File: src/adcc_regs.svh
// Purpose: register indices, field positions, reset values and timing counts of the converter control
// Assumes: byte address on the bus is four times the register index
// Notes: definitions only
`ifndef ADCC_REGS_SVH
`define ADCC_REGS_SVH

`define ADCC_IDX_PORT 8'h05
`define ADCC_IDX_IRQ 8'h0c
`define ADCC_IDX_RESULT 8'h1e
`define ADCC_IDX_CTRL 8'h1f
`define ADCC_IDX_CFG 8'h9f

`define ADCC_CTRL_CLK_HI 7
`define ADCC_CTRL_CLK_LO 6
`define ADCC_CTRL_CHAN_HI 5
`define ADCC_CTRL_CHAN_LO 3
`define ADCC_CTRL_GO 2
`define ADCC_CTRL_ON 0
`define ADCC_CFG_HI 2
`define ADCC_CFG_LO 0
`define ADCC_IRQ_FLAG 0
`define ADCC_IRQ_EN 1
`define ADCC_IRQ_GLOBAL 2

`define ADCC_CTRL_RESET 8'h00
`define ADCC_CFG_RESET 3'h0
`define ADCC_IRQ_RESET 1'b0
`define ADCC_TRIAL_START 8'h80

`define ADCC_CLK_PERIOD_NS 100
`define ADCC_RC_BIT_PERIOD_NS 4000
`define ADCC_DIV_A 2
`define ADCC_DIV_B 8
`define ADCC_DIV_C 32
`define ADCC_HALF_PERIODS_PER_CONV 19
`define ADCC_LAST_DECISION 15

`endif

File: src/adcc_pkg.sv
// Purpose: types shared by the converter control modules
// Assumes: nothing beyond the register header
// Notes: numbers live in adcc_regs.svh
`default_nettype none
package adcc_pkg;
    typedef enum logic [1:0] {
        ADCC_CLK_DIV_A = 2'b00,
        ADCC_CLK_DIV_B = 2'b01,
        ADCC_CLK_DIV_C = 2'b10,
        ADCC_CLK_RC = 2'b11
    } adcc_clk_sel_t;

    typedef enum logic {
        ADCC_SAR_IDLE = 1'b0,
        ADCC_SAR_CONV = 1'b1
    } adcc_sar_state_t;

    typedef logic [7:0] adcc_byte_t;
endpackage
`default_nettype wire

File: src/adcc_conv_if.sv
// Purpose: carries control and status between the register block, the clock generator and the SAR engine
// Assumes: single clock domain
// Notes: start and done are one-cycle pulses
`timescale 1ns/100ps
`default_nettype none
interface adcc_conv_if;
    import adcc_pkg::*;
    adcc_clk_sel_t clk_sel;
    logic sleep;
    logic half_tick;
    logic start;
    logic abort;
    logic busy;
    logic done;
    logic comp;
    adcc_byte_t trial;

    modport ctrl (output clk_sel, output sleep, output start, output abort, output comp,
                  input half_tick, input busy, input done, input trial);
    modport bitclk (input clk_sel, input sleep, input start, input busy, output half_tick);
    modport sar (input half_tick, input start, input abort, input comp,
                 output busy, output done, output trial);
endinterface
`default_nettype wire

File: src/adcc_sar.sv
// Purpose: successive approximation sequencer, one bit decided per bit-conversion period
// Assumes: comp is high when the held input is at or above the trial code
// Notes: a conversion lasts 19 half periods, that is 9.5 bit-conversion periods
`include "adcc_regs.svh"
`timescale 1ns/100ps
`default_nettype none
module adcc_sar import adcc_pkg::*; (
    input wire logic clk,
    input wire logic srst,
    adcc_conv_if.sar cif
);
    adcc_sar_state_t state;
    logic [4:0] hcnt;
    adcc_byte_t trial;
    logic done;

    function automatic adcc_byte_t decide(input adcc_byte_t cur, input logic [4:0] h, input logic keep);
        logic [2:0] b;
        adcc_byte_t n;
        b = 3'(7 - int'(h[4:1]));
        n = cur;
        if (!keep) begin
            n[b] = 1'b0;
        end
        if (b != 3'd0) begin
            n[b - 3'd1] = 1'b1;
        end
        return n;
    endfunction

    always_ff @(posedge clk) begin
        if (srst) begin
            state <= ADCC_SAR_IDLE;
            hcnt <= '0;
            trial <= '0;
            done <= 1'b0;
        end else begin
            done <= 1'b0;
            case (state)
                ADCC_SAR_IDLE: begin
                    if (cif.start) begin
                        state <= ADCC_SAR_CONV;
                        hcnt <= '0;
                        trial <= `ADCC_TRIAL_START;
                    end
                end
                ADCC_SAR_CONV: begin
                    if (cif.abort) begin
                        state <= ADCC_SAR_IDLE;
                    end else if (cif.half_tick) begin
                        hcnt <= hcnt + 5'd1;
                        if (hcnt[0] && hcnt <= 5'(`ADCC_LAST_DECISION)) begin
                            trial <= decide(trial, hcnt, cif.comp);
                        end
                        if (hcnt == 5'(`ADCC_HALF_PERIODS_PER_CONV - 1)) begin
                            done <= 1'b1;
                            state <= ADCC_SAR_IDLE;
                        end
                    end
                end
                default: state <= ADCC_SAR_IDLE;
            endcase
        end
    end

    assign cif.busy = (state == ADCC_SAR_CONV);
    assign cif.done = done;
    assign cif.trial = trial;

    // Helper count of half periods seen in the current conversion
    logic [5:0] seen;
    always_ff @(posedge clk) begin
        if (srst || cif.start) begin
            seen <= '0;
        end else if (cif.busy && cif.half_tick) begin
            seen <= seen + 6'd1;
        end
    end
endmodule
`default_nettype wire

File: src/adcc_tad_gen.sv
// Purpose: half bit-period enable pulses for the selected conversion clock
// Assumes: system clock is the oscillator; the internal RC clock is modelled by a divider
// Notes: pulses only while a conversion is running
`include "adcc_regs.svh"
`timescale 1ns/100ps
`default_nettype none
module adcc_bitclk_gen import adcc_pkg::*; #(
    parameter int CW = 8,
    parameter int RC_HALF = `ADCC_RC_BIT_PERIOD_NS / (2 * `ADCC_CLK_PERIOD_NS)
) (
    input wire logic clk,
    input wire logic srst,
    adcc_conv_if.bitclk cif
);
    logic [CW-1:0] cnt;
    logic tick;

    function automatic logic [CW-1:0] half_len(input adcc_clk_sel_t sel);
        case (sel)
            ADCC_CLK_DIV_A: half_len = CW'(`ADCC_DIV_A / 2);
            ADCC_CLK_DIV_B: half_len = CW'(`ADCC_DIV_B / 2);
            ADCC_CLK_DIV_C: half_len = CW'(`ADCC_DIV_C / 2);
            default: half_len = (RC_HALF < 1) ? CW'(1) : CW'(RC_HALF);
        endcase
    endfunction

    always_ff @(posedge clk) begin
        if (srst || cif.start || !cif.busy) begin
            cnt <= '0;
            tick <= 1'b0;
        end else if (cif.sleep && cif.clk_sel != ADCC_CLK_RC) begin
            // Oscillator-derived clocks stop in sleep; only the RC clock keeps running
            tick <= 1'b0;
        end else if (cnt == half_len(cif.clk_sel) - CW'(1)) begin
            cnt <= '0;
            tick <= 1'b1;
        end else begin
            cnt <= cnt + CW'(1);
            tick <= 1'b0;
        end
    end

    assign cif.half_tick = tick;
endmodule
`default_nettype wire

File: src/adcc_top.sv
// Purpose: register block and control of an 8-bit successive approximation converter with five inputs
// Assumes: classic Wishbone slave, one registered ack per access, one system clock that is the oscillator
// Notes: result register is never reset; pins and comparator pass a three-stage synchroniser
// Overview of operation
// - Five selectable inputs, successive approximation conversion.
// - Each conversion yields an 8-bit value.
// - Converts in sleep only with RC clock.
// - Reset clears registers except result, converter off, aborts.
// - Clock select bits 7-6 pick divider or RC.
// - Channel bits 5-3 select channels 0-4.
// - Writing go while on starts; reads busy.
// - Completion loads result, clears go, sets flag.
// - Control bit 1 always reads zero.
// - Bit 0 enables; off means shut down.
// - Configuration bits 7-3 read zero.
// - Configuration code maps pins analog or digital.
// - Odd codes below six use external reference.
// - Power-on reset leaves result unmodified.
// - Conversion takes 9.5 bit-conversion periods.
// - Special trigger starts only while converter on.
// - Port reads return zero on analog pins.
//
// Design decision made here: the Wishbone interface to the registers.
`include "adcc_regs.svh"
`timescale 1ns/100ps
`default_nettype none
module adcc_top import adcc_pkg::*; #(
    parameter int AW = 10,
    parameter int RC_HALF = `ADCC_RC_BIT_PERIOD_NS / (2 * `ADCC_CLK_PERIOD_NS)
) (
    input wire logic clk,
    input wire logic srst,
    input wire logic wb_cyc_i,
    input wire logic wb_stb_i,
    input wire logic wb_we_i,
    input wire logic [AW-1:0] wb_adr_i,
    input wire logic [3:0] wb_sel_i,
    input wire logic [31:0] wb_dat_i,
    output logic [31:0] wb_dat_o,
    output logic wb_ack_o,
    input wire logic sleep,
    input wire logic special_trigger,
    input wire logic [5:0] port_pins,
    input wire logic comparator_in,
    output logic [2:0] channel_select_o,
    output logic [5:0] analog_enable,
    output logic vref_external,
    output logic sample_hold,
    output logic [7:0] dac_trial,
    output logic converter_powered,
    output logic irq
);
    adcc_conv_if cif ();

    adcc_bitclk_gen #(
        .CW(8),
        .RC_HALF(RC_HALF)
    ) u_bitclk (
        .clk(clk),
        .srst(srst),
        .cif(cif)
    );

    adcc_sar u_sar (
        .clk(clk),
        .srst(srst),
        .cif(cif)
    );

    adcc_clk_sel_t conv_clock_select;
    logic [2:0] channel_select;
    logic go_flag;
    logic converter_on;
    logic [2:0] port_config_select;
    adcc_byte_t conversion_result;
    logic conversion_done_flag;
    logic conversion_irq_enable;
    logic global_irq_enable;
    logic ack;
    logic [31:0] rdata;
    logic [31:0] next_rdata;

    // Bit n is port pin n; pin 4 is never analog, pin 5 carries channel four
    function automatic logic [5:0] analog_mask(input logic [2:0] cfg);
        if (cfg[2:1] == 2'b11) begin
            analog_mask = 6'h00;
        end else if (cfg[2]) begin
            analog_mask = 6'h0b;
        end else begin
            analog_mask = 6'h2f;
        end
    endfunction

    function automatic logic ext_ref(input logic [2:0] cfg);
        ext_ref = cfg[0] && (cfg[2:1] != 2'b11);
    endfunction

    // Bus decode
    logic access;
    logic [7:0] idx;
    logic wr;
    logic wr_ctrl;
    logic wr_cfg;
    logic wr_irq;
    assign access = wb_cyc_i && wb_stb_i;
    assign idx = wb_adr_i[9:2];
    // Writes take effect on the edge where the master sees ack
    assign wr = access && wb_we_i && ack && wb_sel_i[0];
    assign wr_ctrl = wr && (idx == `ADCC_IDX_CTRL);
    assign wr_cfg = wr && (idx == `ADCC_IDX_CFG);
    assign wr_irq = wr && (idx == `ADCC_IDX_IRQ);

    always_ff @(posedge clk) begin
        if (srst) begin
            ack <= 1'b0;
        end else begin
            ack <= access && !ack;
        end
    end
    assign wb_ack_o = ack;

    // Pin and comparator synchronisers; a bit changes once stages two and three agree
    logic [5:0] pin_s1;
    logic [5:0] pin_s2;
    logic [5:0] pin_s3;
    logic [5:0] pin_stable;
    logic comp_s1;
    logic comp_s2;
    logic comp_s3;
    logic comp_stable;
    always_ff @(posedge clk) begin
        if (srst) begin
            pin_s1 <= '0;
            pin_s2 <= '0;
            pin_s3 <= '0;
            pin_stable <= '0;
            comp_s1 <= 1'b0;
            comp_s2 <= 1'b0;
            comp_s3 <= 1'b0;
            comp_stable <= 1'b0;
        end else begin
            pin_s1 <= port_pins;
            pin_s2 <= pin_s1;
            pin_s3 <= pin_s2;
            pin_stable <= (pin_s2 & pin_s3) | (pin_stable & (pin_s2 ^ pin_s3));
            comp_s1 <= comparator_in;
            comp_s2 <= comp_s1;
            comp_s3 <= comp_s2;
            if (comp_s2 == comp_s3) begin
                comp_stable <= comp_s2;
            end
        end
    end

    // Control register
    always_ff @(posedge clk) begin
        if (srst) begin
            conv_clock_select <= adcc_clk_sel_t'(`ADCC_CTRL_RESET >> `ADCC_CTRL_CLK_LO);
            channel_select <= 3'h0;
            converter_on <= 1'b0;
        end else if (wr_ctrl) begin
            conv_clock_select <= adcc_clk_sel_t'(wb_dat_i[`ADCC_CTRL_CLK_HI:`ADCC_CTRL_CLK_LO]);
            channel_select <= wb_dat_i[`ADCC_CTRL_CHAN_HI:`ADCC_CTRL_CHAN_LO];
            converter_on <= wb_dat_i[`ADCC_CTRL_ON];
        end
    end

    // Go flag: the enable must already be on, so turning on and starting in one write does nothing.
    // Software writing zero is ignored; only completion or switching off clears it.
    logic start_req;
    assign start_req = converter_on && ((wr_ctrl && wb_dat_i[`ADCC_CTRL_GO] && wb_dat_i[`ADCC_CTRL_ON])
                       || special_trigger);
    always_ff @(posedge clk) begin
        if (srst) begin
            go_flag <= 1'b0;
        end else if (!converter_on) begin
            go_flag <= 1'b0;
        end else if (start_req && !go_flag) begin
            go_flag <= 1'b1;
        end else if (cif.done) begin
            go_flag <= 1'b0;
        end
    end

    assign cif.start = start_req && !go_flag;
    assign cif.abort = !converter_on;
    assign cif.clk_sel = conv_clock_select;
    assign cif.sleep = sleep;
    assign cif.comp = comp_stable;

    // Result keeps its content across reset
    always_ff @(posedge clk) begin
        if (cif.done) begin
            conversion_result <= cif.trial;
        end
    end

    always_ff @(posedge clk) begin
        if (srst) begin
            port_config_select <= `ADCC_CFG_RESET;
        end else if (wr_cfg) begin
            port_config_select <= wb_dat_i[`ADCC_CFG_HI:`ADCC_CFG_LO];
        end
    end

    // Done flag: write one to clear; a completion in the same cycle wins
    always_ff @(posedge clk) begin
        if (srst) begin
            conversion_done_flag <= `ADCC_IRQ_RESET;
            conversion_irq_enable <= `ADCC_IRQ_RESET;
            global_irq_enable <= `ADCC_IRQ_RESET;
        end else begin
            if (cif.done) begin
                conversion_done_flag <= 1'b1;
            end else if (wr_irq && wb_dat_i[`ADCC_IRQ_FLAG]) begin
                conversion_done_flag <= 1'b0;
            end
            if (wr_irq) begin
                conversion_irq_enable <= wb_dat_i[`ADCC_IRQ_EN];
                global_irq_enable <= wb_dat_i[`ADCC_IRQ_GLOBAL];
            end
        end
    end

    always_ff @(posedge clk) begin
        if (srst) begin
            irq <= 1'b0;
            analog_enable <= 6'h00;
            vref_external <= 1'b0;
            channel_select_o <= 3'h0;
        end else begin
            irq <= conversion_done_flag && conversion_irq_enable && global_irq_enable;
            analog_enable <= analog_mask(port_config_select);
            vref_external <= ext_ref(port_config_select);
            channel_select_o <= channel_select;
        end
    end

    // Read mux; unmapped indices read zero
    always_comb begin
        next_rdata = 32'h0000_0000;
        if (idx == `ADCC_IDX_CTRL) begin
            next_rdata[7:0] = {conv_clock_select, channel_select, go_flag, 1'b0, converter_on};
        end else if (idx == `ADCC_IDX_CFG) begin
            next_rdata[7:0] = {5'h00, port_config_select};
        end else if (idx == `ADCC_IDX_RESULT) begin
            next_rdata[7:0] = conversion_result;
        end else if (idx == `ADCC_IDX_IRQ) begin
            next_rdata[7:0] = {5'h00, global_irq_enable, conversion_irq_enable, conversion_done_flag};
        end else if (idx == `ADCC_IDX_PORT) begin
            next_rdata[5:0] = pin_stable & ~analog_mask(port_config_select);
        end
    end

    always_ff @(posedge clk) begin
        if (srst) begin
            rdata <= 32'h0000_0000;
        end else if (access && !ack) begin
            rdata <= next_rdata;
        end
    end
    assign wb_dat_o = rdata;

    assign sample_hold = cif.busy;
    assign dac_trial = cif.trial;
    assign converter_powered = converter_on;
endmodule
`default_nettype wire

File: config.mk
export PLATFORM = sky130hd
export DESIGN_NAME = adcc_top
export DESIGN_NICKNAME = d
export VERILOG_FILES = /design/src/adcc_pkg.sv /design/src/adcc_conv_if.sv /design/src/adcc_sar.sv /design/src/adcc_tad_gen.sv /design/src/adcc_top.sv
export VERILOG_INCLUDE_DIRS = /design/src /design/src/src
export SDC_FILE = /design/constraint.sdc
export NUM_CORES = 1
export LEC_CHECK = 0
export BUFFER_PORTS_ARGS = -buffer_cell sky130_fd_sc_hd__buf_2
export CORE_UTILIZATION = 40
export DETAILED_ROUTE_END_ITERATION = 10
export PLACE_DENSITY = 0.72
export SLEW_MARGIN = 20
export SYNTH_ARGS = -nofsm -noshare
export SYNTH_HDL_FRONTEND = slang
export SYNTH_HIERARCHICAL = 1
export SYNTH_SLANG_ARGS = --single-unit
export TNS_END_PERCENT = 1
File: constraint.sdc
create_clock -name clk -period 2.5 [get_ports clk]
set_input_delay 0.125 -clock clk [delete_from_list [all_inputs] [get_ports clk]]
set_output_delay 0.125 -clock clk [all_outputs]
set_load 0.005 [all_outputs]
==> flow_summary_export.csv <==
group,metric,value,unit
route,ant_nets,0,
critical_path,worstSetupEndpointType,"flop",
route,drtPass1Iterations,5,
sta,clock-skew-final,0.0134,ns
sta,timing.setup.tns,0,ns
route,detailroute.via_count,3114,
sta,setup_repair_after_global_routing_missed_its_margin,"false",
pwr,leakage,1.85,nW
logic_synthesis,ys_dominant_reg_cell,"dfxtp_1",
clocking,cts.clk_slew.worst_paths,0.10,ns
final_layout,final_nets,555,
outcome,outcome,"finished, final reports clean",
logic_synthesis,synth_top_cell_by_area,"dfxtp_1",
logic_synthesis,synth_enable_flop_cells,8,
grt,number_of_global_route_vias_before_repair,2741,
floorplanning,initial_utilization,41.4,%
logic_synthesis,synth.lib_cells_used.distinct,60,
pwr,portion_of_total_power_attributed_to_combinational_logic,5.8,%
critical_path,worst_endpoint_required_time,2.76,ns
sta,final_max_slew_viol_count,0,
final_layout,num_antenna_cells,0,
job,drv.max_cap_violation_count,0,
pwr,power.switching,0.652,mW
route,drt-total-wl,8.42,mm
logic_synthesis,post_synthesis_cell_count,421,
floorplanning,die_width,103,um
critical_path,critPathLaunchType,"flop",
route,viasPerCell,5.01,
floorplanning,coreArea,0.00977,mm^2
sta,timing.final.ws_setup,0.414,ns
clocking,cts_buffer_depth,2,
clocking,cts_sink_cnt,89,
floorplanning,die_area,0.0105,mm^2
clocking,post_cts_resize_count,0,
pwr,internal_power,1.91,mW
logic_synthesis,synthesis.area_per_instance,9.61,um^2
critical_path,critical_path.reg2reg.startpoint,"u_sar/hcnt[1]",
pwr,p_sw_share,25.5,%
logic_synthesis,yosys-top-cells-area,"dfxtp_1 (40%), edfxtp_1 (5.9%), buf_4 (5.2%)",
logic_synthesis,ys.warnings.count,6,
clocking,cts_tree,"done",
logic_synthesis,synthesis.area,0.00405,mm^2
logic_synthesis,ys_ff_latch,89,
grt,antenna_violations_before_repair,0,
sta,timing.max_slew.rel_slack,45.8,%
sta,timing.final.setup_violations,0,
final_layout,areaGrowthSynthToFinish,13.4,%
logic_synthesis,synth.yosys.seq_area_share,46.0,%
critical_path,setup.worst_path.class,"reg2reg",
floorplanning,die_height,103,um
placed_design,dpl.hpwl,6.07,mm
floorplanning,core.rowCount,36,
pwr,power-per-cell-area,557,mW/mm^2
route,post-route-drc-count,0,
clocking,numCtsBuffers,9,
critical_path,ff2ff_path_depth,6,
sta,max_freq,479,MHz
worst_hold_path,timing.hold.worst.class,"in2reg",
pwr,power_frac_clock,37.1,%
grt,global_route.overflow_total,0,
clocking,cts-htree-levels,3,
placed_design,routabilityCongestion,0.937,
pwr,seq_power_share,57.2,%
critical_path,startpoint,"u_sar/hcnt[1]",
route,detail_route.wl_per_cell,13.6,um
grt,grt_pass1_wl,13.4,mm
logic_synthesis,yosysTopAreaCellShare,40.1,%
logic_synthesis,synth_async_sr_flop_share,0,%
grt,grt_max_degree,41,
critical_path,cp_data_arrival_time,2.34,ns
placed_design,pre_cts_ws,0.495,ns
critical_path,timing.reg2reg.setup_slack,0.41,ns
critical_path,critical_path_peak_fanout,15,
grt,global_route.usage.total,16.8,%
sta,final_min_period_over_clock_period,83.4,%
critical_path,endpoint,"u_sar/cif.trial[3]",
clocking,setup_repair_bufs_after_cts,0,
floorplanning,top_level_ports,114,
critical_path,worst_r2r_endpoint,"u_sar/cif.trial[3]",
clocking,cts.root.buffer_cell,"clkbuf_8",
placed_design,numPortBuffers,59,
sta,worst_hold_slack,0.0104,ns
clocking,hold_buffers,9,
sta,final_period_minus_worst_setup_slack,2.09,ns
sta,final_hold_viol_count,0,
pwr,vdd.ir_drop.worst,0.000252,V
final_layout,drive_gt1_share,20.9,%
clocking,insertion_delay,0.37,ns
sta,tightest_slew,0.814,ns
route,drt_first_iter_violations,262,
-- power groups by stage --
stage	clock network (mW)	registers, mW	logic [mW]
5_1_grt	1.04	1.46	0.167
2_1_floorplan	0	1.49	0.110
4_1_cts	0.966	1.46	0.147
3_3_place_gp	0	1.50	0.132
6_report	0.948	1.46	0.147
3_5_place_dp	0	1.50	0.136
-- synthesized netlist by cell type (3+ instances only) --
library cell / number
buf_4: 28
and3_1: 4
buf_6: 5
and2_1: 3
xor2_1: 9
nand2_1: 26
nor4_1: 3
a221oi_1: 8
nor3_1: 22
inv_1: 6
a21oi_1: 25
dfxtp_1: 81
and4_1: 3
ha_1: 12
nor2b_1: 30
o21ai_0: 7
a31oi_1: 4
a21oi_2: 3
edfxtp_1: 8
buf_2: 3
clkbuf_1: 8
nand3b_1: 3
nor2_1: 47
a211oi_1: 4
nand3_1: 15
mux2i_1: 12
-- area by class of cell --
type	count	area [um^2]
fillers	940	5190
multi-input cells	302	1900
flip-flops and latches	89	1860
repair buffers	75	450
well taps	133	166
clock buffers	9	124
clock inverters	7	66.3
inverters	6	22.5
-- sequential cells by signal (all words and copies together), names as in the netlist, 5 cells and up --
name	cells
wb_dat_o	8
conversion_result	8
u_sar/hcnt	5
u_bitclk/cnt	8
pin_stable	6
pin_s2	6
pin_s1	6
pin_s3	6
u_sar/cif.trial	8
-- per-stage QoR --
step	util (%)	cell area, um^2	total power, mW	cells
floorplan	-	4140	1.61	445
global placement	44.1	4310	1.63	596
detailed placement	44.1	4310	1.63	596
finish	46.9	4590	2.56	621
global route	46.9	4590	2.67	621
CTS	46.9	4590	2.58	621
-- cell usage in the layout, fill, tap and decap left out, types with 3 or more instances in the layout --
cell type,count
buf_2,59
nor2b_1,30
dlygate4sd3_1,9
nor2_1,47
and4_1,3
a211oi_1,4
clkbuf_8,9
a21oi_1,25
dfxtp_1,81
a21oi_2,3
nand3_1,15
nand3b_1,3
and3_1,4
mux2i_1,12
inv_1,6
nor4_1,3
buf_4,6
ha_1,12
edfxtp_1,8
nand2_1,26
a31oi_1,4
nor3_1,22
xor2_1,9
o21ai_0,7
a221oi_1,8
inv_6,3
and2_1,3
conb_1,25
-- how the worst min path moves through the flow --
stage                            start            endpoint  slack [ns]  depth (start not counted)
after global placement    port_pins[1]           pin_s1[1]        0.33                          2
final                      wb_dat_i[3]   channel_select[0]        0.01                          3
after detailed placement  port_pins[3]           pin_s1[3]        0.34                          2
after CTS                  wb_dat_i[7]      cif.clk_sel[1]      0.0002                          3
after floorplan                   srst  u_sar/cif.trial[3]        0.20                          1
after global routing       wb_dat_i[3]   channel_select[0]        0.03                          3
-- layer usage --
layer	share of wire (%)	vias up	track usage (%)
met1	46	1447	22.4
met5	0	-	0
met2	47	104	27.3
li1	-	1554	-
met3	5.6	9	3.66
met4	1.2	0	5.27
-- cells by family (layout without fill, tap and decap cells) --
logic type	Yosys count	after routing	share of synthesized area, %
AND/OR/NAND/NOR	173	173	23.2
flip-flops	89	89	46.0
AO/OA/AOI/OAI	69	69	12.2
buffers and inverters	54	97	9.31
multiplexers	13	13	3.25
adder cells (fa/ha/maj)	12	12	3.71
XOR/XNOR	10	10	2.17
other	1	25	0.0927
-- worst max-delay path: stages, from the launching register on --
cell	delay (ns)
dfxtp_1	0.48
ha_1	0.28
and3_1	0.18
ha_1	0.20
o211ai_1	0.47
a221oi_1	0.11
nor3_1	0.27
No activity file was read; power rests on OpenSTA's default activity.
